### src/design/typec_src_params.svh
`ifndef TYPEC_SRC_PARAMS_SVH
`define TYPEC_SRC_PARAMS_SVH

// Gate-disable hold time before a hard reset, in milliseconds.
`define GATE_DIS_HOLD_MS 600
// Clock rate in kHz (25 MHz).
`define CLK_KHZ 25000
// Cycles of gate-disable hold: 600 ms at 25 MHz.
`define GATE_DIS_HOLD_CYC (`GATE_DIS_HOLD_MS * `CLK_KHZ)
// Hard reset pulse length in cycles.
`define HARD_RESET_CYC 4
// Cycles spent in the start state before the synchronised inputs are trusted.
`define START_SETTLE_CYC 2
// Requested level codes.
`define LEVEL_5V 2'h0
`define LEVEL_12V 2'h1
`define LEVEL_20V 2'h2

`endif

### src/design/typec_src_pkg.sv
package typec_src_pkg;
    typedef enum logic [3:0] {
        ST_START = 4'b0001,
        ST_SLEEP = 4'b0010,
        ST_AWAKE = 4'b0100,
        ST_ATTACHED = 4'b1000
    } src_state_t;
    typedef logic [1:0] level_t;
endpackage

### src/design/sync2.sv
`timescale 1ns/1ps
module sync2 #(
    parameter int WIDTH = 1
) (
    input wire logic clk_i,
    input wire logic reset_i,
    input wire logic [WIDTH-1:0] async_i,
    output logic [WIDTH-1:0] sync_o
);
    logic [WIDTH-1:0] meta;

    // The first stage feeds only the second stage.
    always_ff @(posedge clk_i) begin
        if (reset_i) begin
            meta <= '0;
            sync_o <= '0;
        end else begin
            meta <= async_i;
            sync_o <= meta;
        end
    end
endmodule

### src/design/typec_source_mode_and_supply_select.sv
`timescale 1ns/1ps
`include "typec_src_params.svh"
module typec_source_mode_and_supply_select
    import typec_src_pkg::*;
#(
    parameter int unsigned HOLD_CYC = `GATE_DIS_HOLD_CYC
) (
    input wire logic clk_i,
    input wire logic reset_i,
    input wire logic sink_present_i,
    input wire logic audio_acc_present_i,
    input wire logic debug_acc_present_i,
    input wire logic dangling_cable_i,
    input wire logic vbus_above_uvlo_i,
    input wire logic gate_disable_input_n_i,
    input wire logic thermal_shutdown_i,
    input wire logic [1:0] requested_level_i,
    output logic gate_drive_output_o,
    output logic digital_supply_output_o,
    output logic attach_indicator_o,
    output logic attach_indicator_oe_o,
    output logic supply_select_mid_o,
    output logic supply_select_mid_oe_o,
    output logic supply_select_high_o,
    output logic supply_select_high_oe_o,
    output logic sleep_o,
    output logic hard_reset_o
);

    ////////////////////////////////////////////////////////////////////////////
    // Input synchronisation.
    logic [8:0] raw_in;
    logic [8:0] sync_in;
    assign raw_in = {requested_level_i, thermal_shutdown_i, gate_disable_input_n_i, vbus_above_uvlo_i,
                     dangling_cable_i, debug_acc_present_i, audio_acc_present_i, sink_present_i};

    sync2 #(.WIDTH(9)) u_sync (
        .clk_i(clk_i),
        .reset_i(reset_i),
        .async_i(raw_in),
        .sync_o(sync_in)
    );

    logic sink;
    logic acc;
    logic dangling;
    logic vbus_live;
    logic gd_n;
    logic thermal_shutdown;
    level_t req_level;
    assign sink = sync_in[0];
    assign acc = sync_in[1] | sync_in[2];
    assign dangling = sync_in[3];
    assign vbus_live = sync_in[4];
    assign gd_n = sync_in[5];
    assign thermal_shutdown = sync_in[6];
    assign req_level = level_t'(sync_in[8:7]);

    ////////////////////////////////////////////////////////////////////////////
    // Plug status and internal reset.
    logic valid_term;
    logic [3:0] plug_status;
    logic [3:0] last_status;
    logic status_changed;
    logic int_reset;
    logic [2:0] hr_cnt;
    assign valid_term = (sink | acc) & ~dangling;
    assign plug_status = {sink, sync_in[1], sync_in[2], dangling};
    assign status_changed = plug_status != last_status;
    // Thermal trip and an active hard reset both restart the state machine, the settle count and the gate, supply, sleep and enable outputs.
    assign int_reset = reset_i | thermal_shutdown | (hr_cnt != 3'h0);

    ////////////////////////////////////////////////////////////////////////////
    // Mode state machine.
    src_state_t state;
    src_state_t next_state;
    logic vbus_blocked;
    logic next_vbus_blocked;
    logic [31:0] hold_cnt;
    logic hold_expired;
    logic [1:0] settle_cnt;
    logic settle_done;
    assign hold_expired = hold_cnt >= HOLD_CYC - 1;
    // The synchroniser is cleared with reset, so its outputs are stale for two cycles.
    // Deciding in the start state before then would miss a live VBUS.
    assign settle_done = settle_cnt == 2'(`START_SETTLE_CYC);

    always_ff @(posedge clk_i) begin
        if (int_reset) begin
            settle_cnt <= 2'h0;
        end else if (!settle_done) begin
            settle_cnt <= settle_cnt + 2'h1;
        end
    end

    always_comb begin
        next_state = state;
        next_vbus_blocked = vbus_blocked;
        case (state)
            ST_START: begin
                if (settle_done) begin
                    // Power-up check: a live VBUS here means another source is on the wire.
                    next_vbus_blocked = vbus_live;
                    next_state = valid_term ? ST_AWAKE : ST_SLEEP;
                end
            end
            ST_SLEEP: begin
                if (status_changed) begin
                    next_state = ST_AWAKE;
                end
            end
            ST_AWAKE: begin
                if (!valid_term) begin
                    next_state = ST_SLEEP;
                end else if (sink) begin
                    next_state = ST_ATTACHED;
                end
            end
            ST_ATTACHED: begin
                if (!sink || dangling) begin
                    next_state = valid_term ? ST_AWAKE : ST_SLEEP;
                end
            end
            default: begin
                next_state = ST_START;
            end
        endcase
    end

    always_ff @(posedge clk_i) begin
        if (int_reset) begin
            state <= ST_START;
            vbus_blocked <= 1'b0;
            last_status <= 4'h0;
        end else begin
            state <= next_state;
            vbus_blocked <= next_vbus_blocked;
            last_status <= plug_status;
        end
    end

    ////////////////////////////////////////////////////////////////////////////
    // Gate-disable hold timer and hard reset pulse.
    always_ff @(posedge clk_i) begin
        if (reset_i || thermal_shutdown) begin
            hold_cnt <= 32'h0;
            hr_cnt <= 3'h0;
        end else if (hr_cnt != 3'h0) begin
            hold_cnt <= 32'h0;
            hr_cnt <= hr_cnt - 3'h1;
        end else if (state == ST_ATTACHED && !gd_n) begin
            if (hold_expired) begin
                hold_cnt <= 32'h0;
                hr_cnt <= 3'(`HARD_RESET_CYC);
            end else begin
                hold_cnt <= hold_cnt + 32'h1;
            end
        end else begin
            hold_cnt <= 32'h0;
        end
    end

    ////////////////////////////////////////////////////////////////////////////
    // Registered outputs.
    logic attached;
    logic next_gate;
    logic sel_mid;
    logic sel_high;
    // A sink behind a dangling cable is not an attachment, even for the one cycle before leaving.
    assign attached = (state == ST_ATTACHED) & valid_term;
    // Gate-disable low forces the switch off regardless of state.
    assign next_gate = attached & gd_n & ~vbus_blocked;
    assign sel_mid = attached & (req_level == `LEVEL_12V || req_level == `LEVEL_20V);
    assign sel_high = attached & (req_level == `LEVEL_20V);

    always_ff @(posedge clk_i) begin
        if (int_reset) begin
            gate_drive_output_o <= 1'b0;
            digital_supply_output_o <= 1'b0;
            attach_indicator_oe_o <= 1'b0;
            supply_select_mid_oe_o <= 1'b0;
            supply_select_high_oe_o <= 1'b0;
            sleep_o <= 1'b0;
        end else begin
            gate_drive_output_o <= next_gate;
            digital_supply_output_o <= (state == ST_AWAKE || attached) && valid_term;
            attach_indicator_oe_o <= attached;
            supply_select_mid_oe_o <= sel_mid;
            supply_select_high_oe_o <= sel_high;
            sleep_o <= next_state == ST_SLEEP;
        end
    end

    always_ff @(posedge clk_i) begin
        if (reset_i) begin
            hard_reset_o <= 1'b0;
            attach_indicator_o <= 1'b0;
            supply_select_mid_o <= 1'b0;
            supply_select_high_o <= 1'b0;
        end else begin
            hard_reset_o <= hr_cnt != 3'h0;
            // Open-drain data is always low; only the enables move.
            attach_indicator_o <= 1'b0;
            supply_select_mid_o <= 1'b0;
            supply_select_high_o <= 1'b0;
        end
    end
endmodule

### config.mk
export PLATFORM = sky130hd
export DESIGN_NAME = typec_source_mode_and_supply_select
export DESIGN_NICKNAME = d
export VERILOG_FILES = /design/src/design/typec_src_pkg.sv /design/src/design/sync2.sv /design/src/design/typec_source_mode_and_supply_select.sv
export VERILOG_INCLUDE_DIRS = /design/src /design/src/design
export SDC_FILE = /design/constraint.sdc
export NUM_CORES = 1
export LEC_CHECK = 0
export BUFFER_PORTS_ARGS = -buffer_cell sky130_fd_sc_hd__clkbuf_2
export CAP_MARGIN = 15
export CORE_MARGIN = 2
export CORE_UTILIZATION = 50
export DETAILED_ROUTE_END_ITERATION = 7
export PLACE_DENSITY = 0.74
export SETUP_SLACK_MARGIN = 0.3
export SLEW_MARGIN = 20
export SYNTH_ARGS = -nofsm -noshare
export SYNTH_HDL_FRONTEND = slang
export SYNTH_HIERARCHICAL = 1
export SYNTH_SLANG_ARGS = --single-unit
export TNS_END_PERCENT = 20
### constraint.sdc
create_clock -name clk_i -period 2 [get_ports clk_i]
set_input_delay 0.1 -clock clk_i [delete_from_list [all_inputs] [get_ports clk_i]]
set_output_delay 0.1 -clock clk_i [all_outputs]
set_load 0.02 [all_outputs]
==> run metrics, run 1 <==
status=completed; Post-synth EDFFs=0; half-perimeter wire length after placement=3.11 mm; Detail Route Antenna Nets=0; I/O pin cnt=21; setup_tns=0 ps; Pleak=1.37 nW; cells along the critical path=nor4_4 -> buf_4 -> a2111oi_4 -> a211oi_4 -> buf_12 -> nand2_2 -> nor2_1; CP delay by family, top=simple AND/OR/NAND/NOR gates; Initial Utilization=52.7%; RSZ-0062 raised after global routing=yes; Overall Global Routing Usage=18.2%; CP startpoint kind=flop; type of the worst setup path=flop to flop; die area=6060 sq um; Synth Cell Area=2730 sq um; Hold Path Cell Cnt=3; CTS Sinks=71; worst hold path type=input pin to flop; total CTS buffers=9; Remaining Overflow, GRT=0; pwr/cell area=962 nW/um^2; final setup margin=202 ps; Final period util=89.9%; Root Buffer=clkbuf_8; Synth Register Bits=71; post-layout min period=1800 ps; number of global-route vias before repair=1938; Die X=77.9 microns; site row count=26; Core ar.=5170 sq um; Synth Warn #=6; stages on the worst setup path=7; most common cell after layout, fill and taps aside=dfxtp_1; final setup fails=0; Critical Path RT=2290 ps; CTS tree=done; DRC violations left=0; share of cells above drive strength 1=19.5%; DR iter-0 viols=126; Critical Path Sink Type=flop; Layout Utilization=65.9%; CTS H-tree lvls=3; post-synth top area cell=dfxtp_1; largest net degree at the start of global routing=21; sequential fraction of the synthesis area=52.1%; routability cong.=0.811; crit path max fanout=5; die height=77.9 microns; Avg Cell Area, Syn=9.74 sq um; Max VDD drop=771 uV; Final Slew Violations=0; final net count=348; Reg clk slew, reported paths=80 ps; initial antenna violation count=0; via count=2042; ys flop type=dfxtp_1; # diodes=0; drt pass-1 iters=4; fmax=556 MHz; top cell type's share of synthesized area=52.1%; later-pin clock latency in the skew report=350 ps; Layout Skew=11.2 ps; library cells used by synthesis=42; asr flop ratio synth=0%; wire per inst=12.4 microns; critical path's largest stage delay=420 ps; Worst Path Buf+Inv=2; maximum clock path buffer count=2; Worst Reg-to-Reg Cells=7; Mapped Cells=280; Routed WL=5.04 mm; first-pass GRT wire length=8.61 mm; Max-cap violations=0; Fin. Hold Viols=0; Slowest-stage cell, CP=a211oi_4; pre-CTS WS=69.4 ps; most frequent cells in the layout=dfxtp_1, nor2_1, xor2_1, clkbuf_2, nand2_1; Critical Path AT=2090 ps; top cells by area, synth=dfxtp_1, nor2_1, xor2_1; vias per cell=5.00; P&R area growth vs syn=25.0%; IO buf count=17
[metal layers]
layer / track usage [%] / vias up / share of wire (%)
li1: - / 1050 / -
met1: 23.2 / 937 / 47
met2: 28.0 / 43 / 47
met3: 5.58 / 12 / 4.6
met4: 8.39 / 0 / 2.0
met5: 0 / - / 0
[registers in the layout, indices dropped and copies added (netlist names), 2 cells and up]
signal,cells
hold_cnt,32
hr_cnt,3
last_status,4
settle_cnt,2
state,4
u_sync/meta,9
u_sync/sync_o,9
[through the flow]
stage	cells	power [mW]	hold WS (ps)	area, sq um
floorplan	290	1.81	167	2770
global placement	376	1.90	303	2940
detailed placement	376	1.91	311	2940
CTS	403	3.30	145	3300
global route	408	3.45	173	3410
finish	408	3.28	145	3410
[synth_stat cells (all sizes together), types with 2 or more instances]
cell,number
dfxtp,71
nor2,40
nand2,18
xor2,17
nor2b,13
and3,12
nand4,11
xnor2,10
nand3,9
a21oi,8
buf,8
and2b,7
nor3,7
and2,6
inv,6
ha,4
o211ai,4
o21ai,4
nor4,3
and4,2
nor3b,2
o21bai,2
[worst paths after layout]
check                 start  slack, ps          endpoint
max reg2reg    hold_cnt[11]        200      hold_cnt[10]
min reg2reg  u_sync/meta[3]        430  u_sync/sync_o[3]
min                 reset_i        140  u_sync/sync_o[1]
max            hold_cnt[11]        200      hold_cnt[10]
[power breakdown]
part | leakage, nW | switching [mW] | internal, mW
Sequential | 0.583 | 0.0386 | 1.49
Clock | 0.121 | 0.544 | 0.839
Combinational | 0.662 | 0.198 | 0.173
Total | 1.37 | 0.781 | 2.50
[final cells by class]
type | count | area [sq um]
clock buffers | 10 | 128
clock inverters | 6 | 116
fillers | 402 | 1760
inverters | 6 | 22.5
multi-input cells | 206 | 1340
flip-flops and latches | 71 | 1430
well taps | 70 | 87.6
repair buffers | 39 | 285
[tightest hold or removal path, cell delays in order]
cell,delay [ps]
clkbuf_2,90
buf_4,200
nor2b_1,60
[cells by family (layout without fill, tap and decap cells)]
group                    after synthesis  in the layout  share of synthesized area [%]
AO/OA/AOI/OAI                         25             25                           6.84
flip-flops                            71             71                           52.1
other                                  1             11                          0.137
AND/OR/NAND/NOR                      137            139                           27.3
adder cells (fa/ha/maj)                4              4                           1.83
buffers and inverters                 15             61                           3.07
XOR/XNOR                              27             27                           8.67
[what timing repair did]
item / CTS / global route
gates resized for setup: 2 / 19
hold buffers: 9 / 0
endpoints found under the setup margin: 25 / 27
buffers inserted: 1 / 4
pin swaps: 1 / 5
cloned: 1 / 1
endpoints found under the hold margin: 9 / 0
Note: power is estimated with default switching activity, not from simulation.
==> run 2, diff against run 1 <==
--- a/config.mk
+++ b/config.mk
@@ -6,14 +6,14 @@
 export SDC_FILE = /design/constraint.sdc
 export NUM_CORES = 1
 export LEC_CHECK = 0
+export ABC_AREA = 1
 export BUFFER_PORTS_ARGS = -buffer_cell sky130_fd_sc_hd__clkbuf_2
 export CAP_MARGIN = 15
 export CORE_MARGIN = 2
-export CORE_UTILIZATION = 50
+export CORE_UTILIZATION = 59
 export DETAILED_ROUTE_END_ITERATION = 7
-export PLACE_DENSITY = 0.74
+export PLACE_DENSITY = 0.84
 export SETUP_SLACK_MARGIN = 0.3
-export SLEW_MARGIN = 20
 export SYNTH_ARGS = -nofsm -noshare
 export SYNTH_HDL_FRONTEND = slang
 export SYNTH_HIERARCHICAL = 1
==> run metrics, run 2 <==
status=completed; R2R setup slack=340 ps (+140 ps); # diodes=0 (unchanged); number of global-route vias before repair=2308 (+19%); Fin. Hold Viols=0 (unchanged); Gate power share=15.0% (+3.7 points); Post-Layout Cell Count=493 (+21%); Critical Path RT=2240 ps (-50 ps); final setup margin=341 ps (+139 ps); final net count=436 (+25%); Layout Utilization=73.8% (+7.9 points); sequential fraction of the synthesis area=49.3% (-2.8 points); Hold Path Cell Cnt=4 (+1); half-perimeter wire length after placement=3.47 mm (+12%); Tot Pwr=3.20 mW (-2.5%); ys flop type=dfxtp_1; Reg clk slew, reported paths=80 ps (about the same); asr flop ratio synth=0% (unchanged); first-pass GRT wire length=9.35 mm (+8.6%); Final Instance Area=3490 sq um (+2.2%); reg2reg start=hold_cnt[0]; Critical Path AT=1900 ps (-190 ps); top cell type's share of synthesized area=49.3% (-2.8 points); DR iter-0 viols=117 (-7.1%); Int Pwr=2.29 mW (-8.6%); most frequent cell after synthesis=nor2_1; RSZ-0062 raised after global routing=yes; Detail Route Antenna Nets=0 (unchanged); largest net degree at the start of global routing=20 (-4.8%); Initial Utilization=61.1% (+8.3 points); die area=5460 sq um (-9.9%); Worst R2R End=hold_cnt[3]; Critical Path Sink Type=flop; I/O pin cnt=21 (unchanged); Layout Skew=4.61 ps (-6.60 ps); later-pin clock latency in the skew report=340 ps (about the same); Synth Register Bits=71 (unchanged); Die X=73.9 microns (-5.1%); pre-CTS WS=202 ps (+132 ps); IO buf count=17 (unchanged); CTS tree=done; Worst Reg-to-Reg Cells=12 (+5); Avg Cell Area, Syn=7.86 sq um (-19%); Post-synth EDFFs=0 (unchanged); largest registers=hold_cnt (32), u_sync/meta (9), u_sync/sync_o (9); total CTS buffers=9 (unchanged); Commonest cells post-synth=nor2_1, dfxtp_1, inv_1; setup_tns=0 ps (unchanged); CTS Sinks=71 (unchanged); Top cell by count, worst path=nand2_1; Reg power frac=48.5% (+2.0 points); Root Buffer=clkbuf_8; Net Sw Frac=28.5% (+4.7 points); fmax=603 MHz (+8.4%); final setup fails=0 (unchanged); post-synth top area cell=dfxtp_1; type of the worst setup path=flop to flop; Placed Cells=458 (+22%); share of cells above drive strength 1=19.0% (-0.51 points); top cells by area, synth=dfxtp_1, nor2_1, inv_1; most frequent cells in the layout=nor2_1, dfxtp_1, inv_1; site row count=25 (-3.8%); Psw=0.912 mW (+17%); Synth Cell Area=2880 sq um (+5.7%); Final period util=82.9% (-7.0 points); wire per inst=11.9 microns (-3.4%); Slowest-stage cell, CP=dfxtp_1; CP startpoint kind=flop; vias per cell=4.75 (-5.2%); Worst Path Buf+Inv=2 (unchanged); most flop-heavy register=hold_cnt; Largest register FFs=32 (unchanged); initial antenna violation count=0 (unchanged); Hold Slack=58.4 ps (-86.1 ps); Max-cap violations=0 (unchanged); die height=73.9 microns (-5.1%); Pleak=1.54 nW (+13%); Hold Crit Endpoint=hr_cnt[2]; crit path max fanout=5 (unchanged); Core ar.=4720 sq um (-8.7%); CTS H-tree lvls=3 (unchanged); Routed WL=5.88 mm (+17%); Post-DP Area=3060 sq um (+4.3%); Clock power frac=36.5% (-5.7 points); stages on the worst setup path=12 (+5); P&R area growth vs syn=20.9%; Synth Warn #=6 (unchanged); Remaining Overflow, GRT=0 (unchanged); critical path's largest stage delay=360 ps (-60 ps); routability cong.=0.863 (+6.4%); DRC violations left=0 (unchanged); library cells used by synthesis=36 (-14%); pwr/cell area=917 nW/um^2 (-4.6%); Overall Global Routing Usage=22.5% (+4.4 points); via count=2340 (+15%); drt pass-1 iters=5 (+1); Final Slew Violations=0 (unchanged); Mapped Cells=367 (+31%); maximum clock path buffer count=2 (unchanged); post-layout min period=1660 ps (-139 ps); cells along the critical path=ha_2 -> nand2_2 -> nor2_4 -> nand2_1 -> nand2_1 -> nand2_1 -> nand2_1 -> nand2_2 -> nand3_4 -> buf_4 -> buf_4 -> nor3b_2; hold path startpoint=reset_i; CP delay by family, top=simple AND/OR/NAND/NOR gates; worst hold path type=input pin to flop; Max VDD drop=774 uV (+0.29%); most common cell after layout, fill and taps aside=nor2_1
run 2: changes by cell type in the layout (fill, tap and decap cells not counted), moves of 7 or more:
cell,change
nor2_1,+39
a21oi_1,+10
nand4_1,-7
inv_1,+56
nor2b_1,-13
and3_1,-12
xor2_1,-8
and2b_1,-7
nand2_1,+34
run 2: power by group through the flow:
stage | Combinational, mW | Sequential [mW] | Clock, mW
after detailed placement | 0.388 | 1.58 | 0
after global placement | 0.358 | 1.57 | 0
after floorplan | 0.285 | 1.58 | 0
final | 0.479 | 1.55 | 1.17
after CTS | 0.410 | 1.55 | 1.18
after global routing | 0.542 | 1.56 | 1.23
run 2: worst max-delay path by stage:
| stage | endpoint | startpoint |
|---|---|---|
| after global placement | hold_cnt[2] | hold_cnt[0] |
| after detailed placement | hold_cnt[2] | hr_cnt[0] |
| final | hold_cnt[3] | hold_cnt[0] |
| after floorplan | hr_cnt[0] | hold_cnt[0] |
| after CTS | hold_cnt[2] | hold_cnt[0] |
| after global routing | hold_cnt[5] | hold_cnt[0] |
run 2: cell type report:
| type | count | area, sq um |
|---|---|---|
| clock inverter | 7 | 80.1 |
| clock buffer | 9 | 124 |
| timing repair buffer | 40 | 280 |
| sequential | 71 | 1420 |
| inverter | 65 | 244 |
| multi-input combinational | 234 | 1250 |
| tap | 67 | 83.8 |
| fill | 347 | 1240 |
run 2: repair_timing:
| item | in CTS | in global routing |
|---|---|---|
| pin swaps | 0 | 4 |
| setup buffers | 0 | 9 |
| gates cloned | 0 | 1 |
| setup endpoints to repair | 17 | 20 |
| gates resized for setup | 3 | 11 |
| endpoints found under the hold margin | 9 | 0 |
| hold buffers | 9 | 0 |
run 2: logic make-up after synthesis:
kind of cell	Yosys count	synth area share, %
AO/OA/AOI/OAI	30	5.86
XOR/XNOR	13	3.95
AND/OR/NAND/NOR	175	28.3
buffers and inverters	73	10.7
other	1	0.130
adder cells (fa/ha/maj)	4	1.74
flip-flops	71	49.3
run 2: worst register-to-register path: stages (launching register included):
cell     delay, ps
dfxtp_1        360
ha_2           200
nand2_2         80
nor2_4         160
nand2_1         70
nand2_1         50
nand2_1         50
nand2_1         90
nand2_2        110
nand3_4        120
buf_4          120
buf_4          110
nor3b_2         40
run 2: metal layers:
layer | share of wire [%] | GRT usage (%) | vias to the layer above
met4 | 1.6 | 11.1 | 0
met5 | 0 | 0 | -
li1 | - | - | 1219
met3 | 3.1 | 4.66 | 10
met1 | 42 | 25.1 | 1067
met2 | 53 | 40.6 | 44
==> run 3, diff against run 2 <==
--- a/config.mk
+++ b/config.mk
@@ -6,13 +6,13 @@
 export SDC_FILE = /design/constraint.sdc
 export NUM_CORES = 1
 export LEC_CHECK = 0
-export ABC_AREA = 1
+export ABC_AREA = 0
 export BUFFER_PORTS_ARGS = -buffer_cell sky130_fd_sc_hd__clkbuf_2
 export CAP_MARGIN = 15
 export CORE_MARGIN = 2
-export CORE_UTILIZATION = 59
+export CORE_UTILIZATION = 53
 export DETAILED_ROUTE_END_ITERATION = 7
-export PLACE_DENSITY = 0.84
+export PLACE_DENSITY = 0.81
 export SETUP_SLACK_MARGIN = 0.3
 export SYNTH_ARGS = -nofsm -noshare
 export SYNTH_HDL_FRONTEND = slang
==> constraint.sdc (replaced) <==
create_clock -name clk_i -period 1.35 [get_ports clk_i]
set_input_delay 0.0675 -clock clk_i [delete_from_list [all_inputs] [get_ports clk_i]]
set_output_delay 0.0675 -clock clk_i [all_outputs]
set_load 0.02 [all_outputs]
==> run metrics, run 3 (synthesis results as in run 1) <==
maximum clock path buffer count=2 (unchanged); Worst Setup EP=hr_cnt[0]; Pleak=1.52 nW (-1.4%); Detail Route Antenna Nets=0 (unchanged); vias per cell=5.11 (+7.6%); Fin. Hold Viols=0 (unchanged); Die X=75.7 microns (+2.5%); number of global-route vias before repair=2110 (-8.6%); site row count=26 (+4.0%); Max-cap violations=0 (unchanged); worst hold path type=input pin to flop; failing checks=negative setup slack; half-perimeter wire length after placement=3.59 mm (+3.5%); final setup margin=-444 ps (-785 ps); first-pass GRT wire length=9.57 mm (+2.4%); wire per inst=14.0 microns (+17%); Routed WL=6.15 mm (+4.5%); Initial Utilization=54.1% (-7.0 points); die area=5740 sq um (+5.0%); Layout Utilization=73.9% (+0.14 points); die height=75.7 microns (+2.5%); P&R area growth vs syn=36.7%; Worst R2R End=hr_cnt[0]; Post-DP Area=3190 sq um (+4.0%); share of cells above drive strength 1=34.4% (+15 points); CTS tree=done; Hold Slack=131 ps (+72.3 ps); Final period util=133% (+50 points); RSZ-0062 raised after global routing=yes; Post-Layout Cell Count=439 (-11%); most frequent cells in the layout=dfxtp_1, buf_4, nor2_1; Fill cells=319 (-8.1%); Critical Path Sink Type=flop; Final Instance Area=3730 sq um (+7.0%); initial antenna violation count=0 (unchanged); Critical Path RT=1580 ps (-660 ps); DR iter-0 viols=165 (+41%); crit path max fanout=3 (-2); largest net degree at the start of global routing=21 (+5.0%); setup_tns=-8860 ps (-8860 ps); status=finished with violations; most common cell after layout, fill and taps aside=dfxtp_1; pre-CTS WS=-428 ps (-629 ps); Overall Global Routing Usage=22.5% (-0.033 points); fmax=557 MHz (-7.5%); largest registers=hold_cnt (32), u_sync/meta (9), u_sync/sync_o (9); Reg clk slew, reported paths=80 ps (about the same); Layout Skew=8.53 ps (+3.91 ps); CP startpoint kind=flop; Remaining Overflow, GRT=0 (unchanged); type of the worst setup path=flop to flop; Placed Cells=409 (-11%); Tot Pwr=4.72 mW (+48%); CP Launch Point=hold_cnt[17]; post-layout min period=1790 ps (+135 ps); Final Slew Violations=0 (unchanged); via count=2242 (-4.2%); # diodes=0 (unchanged); later-pin clock latency in the skew report=360 ps (+20 ps); Critical Path AT=2030 ps (+130 ps); R2R setup slack=-440 ps (-790 ps); Core ar.=5040 sq um (+6.8%); final net count=379 (-13%); total CTS buffers=9 (unchanged); Root Buffer=clkbuf_8; most flop-heavy register=hold_cnt; I/O pin cnt=21 (unchanged); DRC violations left=0 (unchanged); reg2reg start=hold_cnt[17]; final setup fails=28 (+28); CTS Sinks=71 (unchanged); IO buf count=17 (unchanged); routability cong.=0.827 (-4.1%); Largest register FFs=32 (unchanged); Max VDD drop=1440 uV (+86%); Worst Reg-to-Reg Cells=6 (-6); pwr/cell area=1270 nW/um^2 (+38%); drt pass-1 iters=4 (-1); CTS H-tree lvls=3 (unchanged)
run 3: layout make-up:
class	instances	area, sq um	area share (%)
clock buffers	9	124	3.32
clock inverters	7	80.1	2.15
inverters	6	22.5	0.604
multi-input cells	204	1430	38.4
flip-flops and latches	71	1430	38.4
well taps	70	87.6	2.35
repair buffers	72	552	14.8
run 3: power breakdown:
group / internal (mW) / total [mW] / switching (mW)
sequential: 2.21 / 2.27 / 0.0604
combinational: 0.346 / 0.716 / 0.370
clock: 0.877 / 1.74 / 0.858
run 3: what timing repair did:
item	in CTS	in global routing
pin swaps	23	11
endpoints found under the setup margin	44	45
setup buffers	0	4
endpoints found under the hold margin	9	0
hold buffers	9	0
gates resized for setup	24	32
gates cloned	1	0
run 3: worst max-delay path, cell delays in order (launching register included):
cell and delay, ps:
dfxtp_2 320, or4_4 550, a2111oi_4 210, a211oi_2 130, buf_4 170, o2111ai_2 200, o41ai_2 100
run 3: how the worst min path moves through the flow:
stage,startpoint,endpoint,slack (ps),cells past startpoint
after global placement,requested_level_i[1],u_sync/meta[8],270,2
after global routing,reset_i,u_sync/meta[7],150,3
after detailed placement,requested_level_i[1],u_sync/meta[8],280,2
after floorplan,reset_i,hard_reset_o,130,1
final,reset_i,u_sync/sync_o[5],130,3
after CTS,reset_i,u_sync/sync_o[5],130,3
run 3: layer usage:
| metal | track usage [%] | vias up | wire length (microns) |
|---|---|---|---|
| li1 | - | 1109 | - |
| met1 | 27.8 | 1057 | 2590 |
| met2 | 36.7 | 65 | 3140 |
| met3 | 6.75 | 11 | 300 |
| met4 | 9.16 | 0 | 110 |
| met5 | 0 | - | 0 |
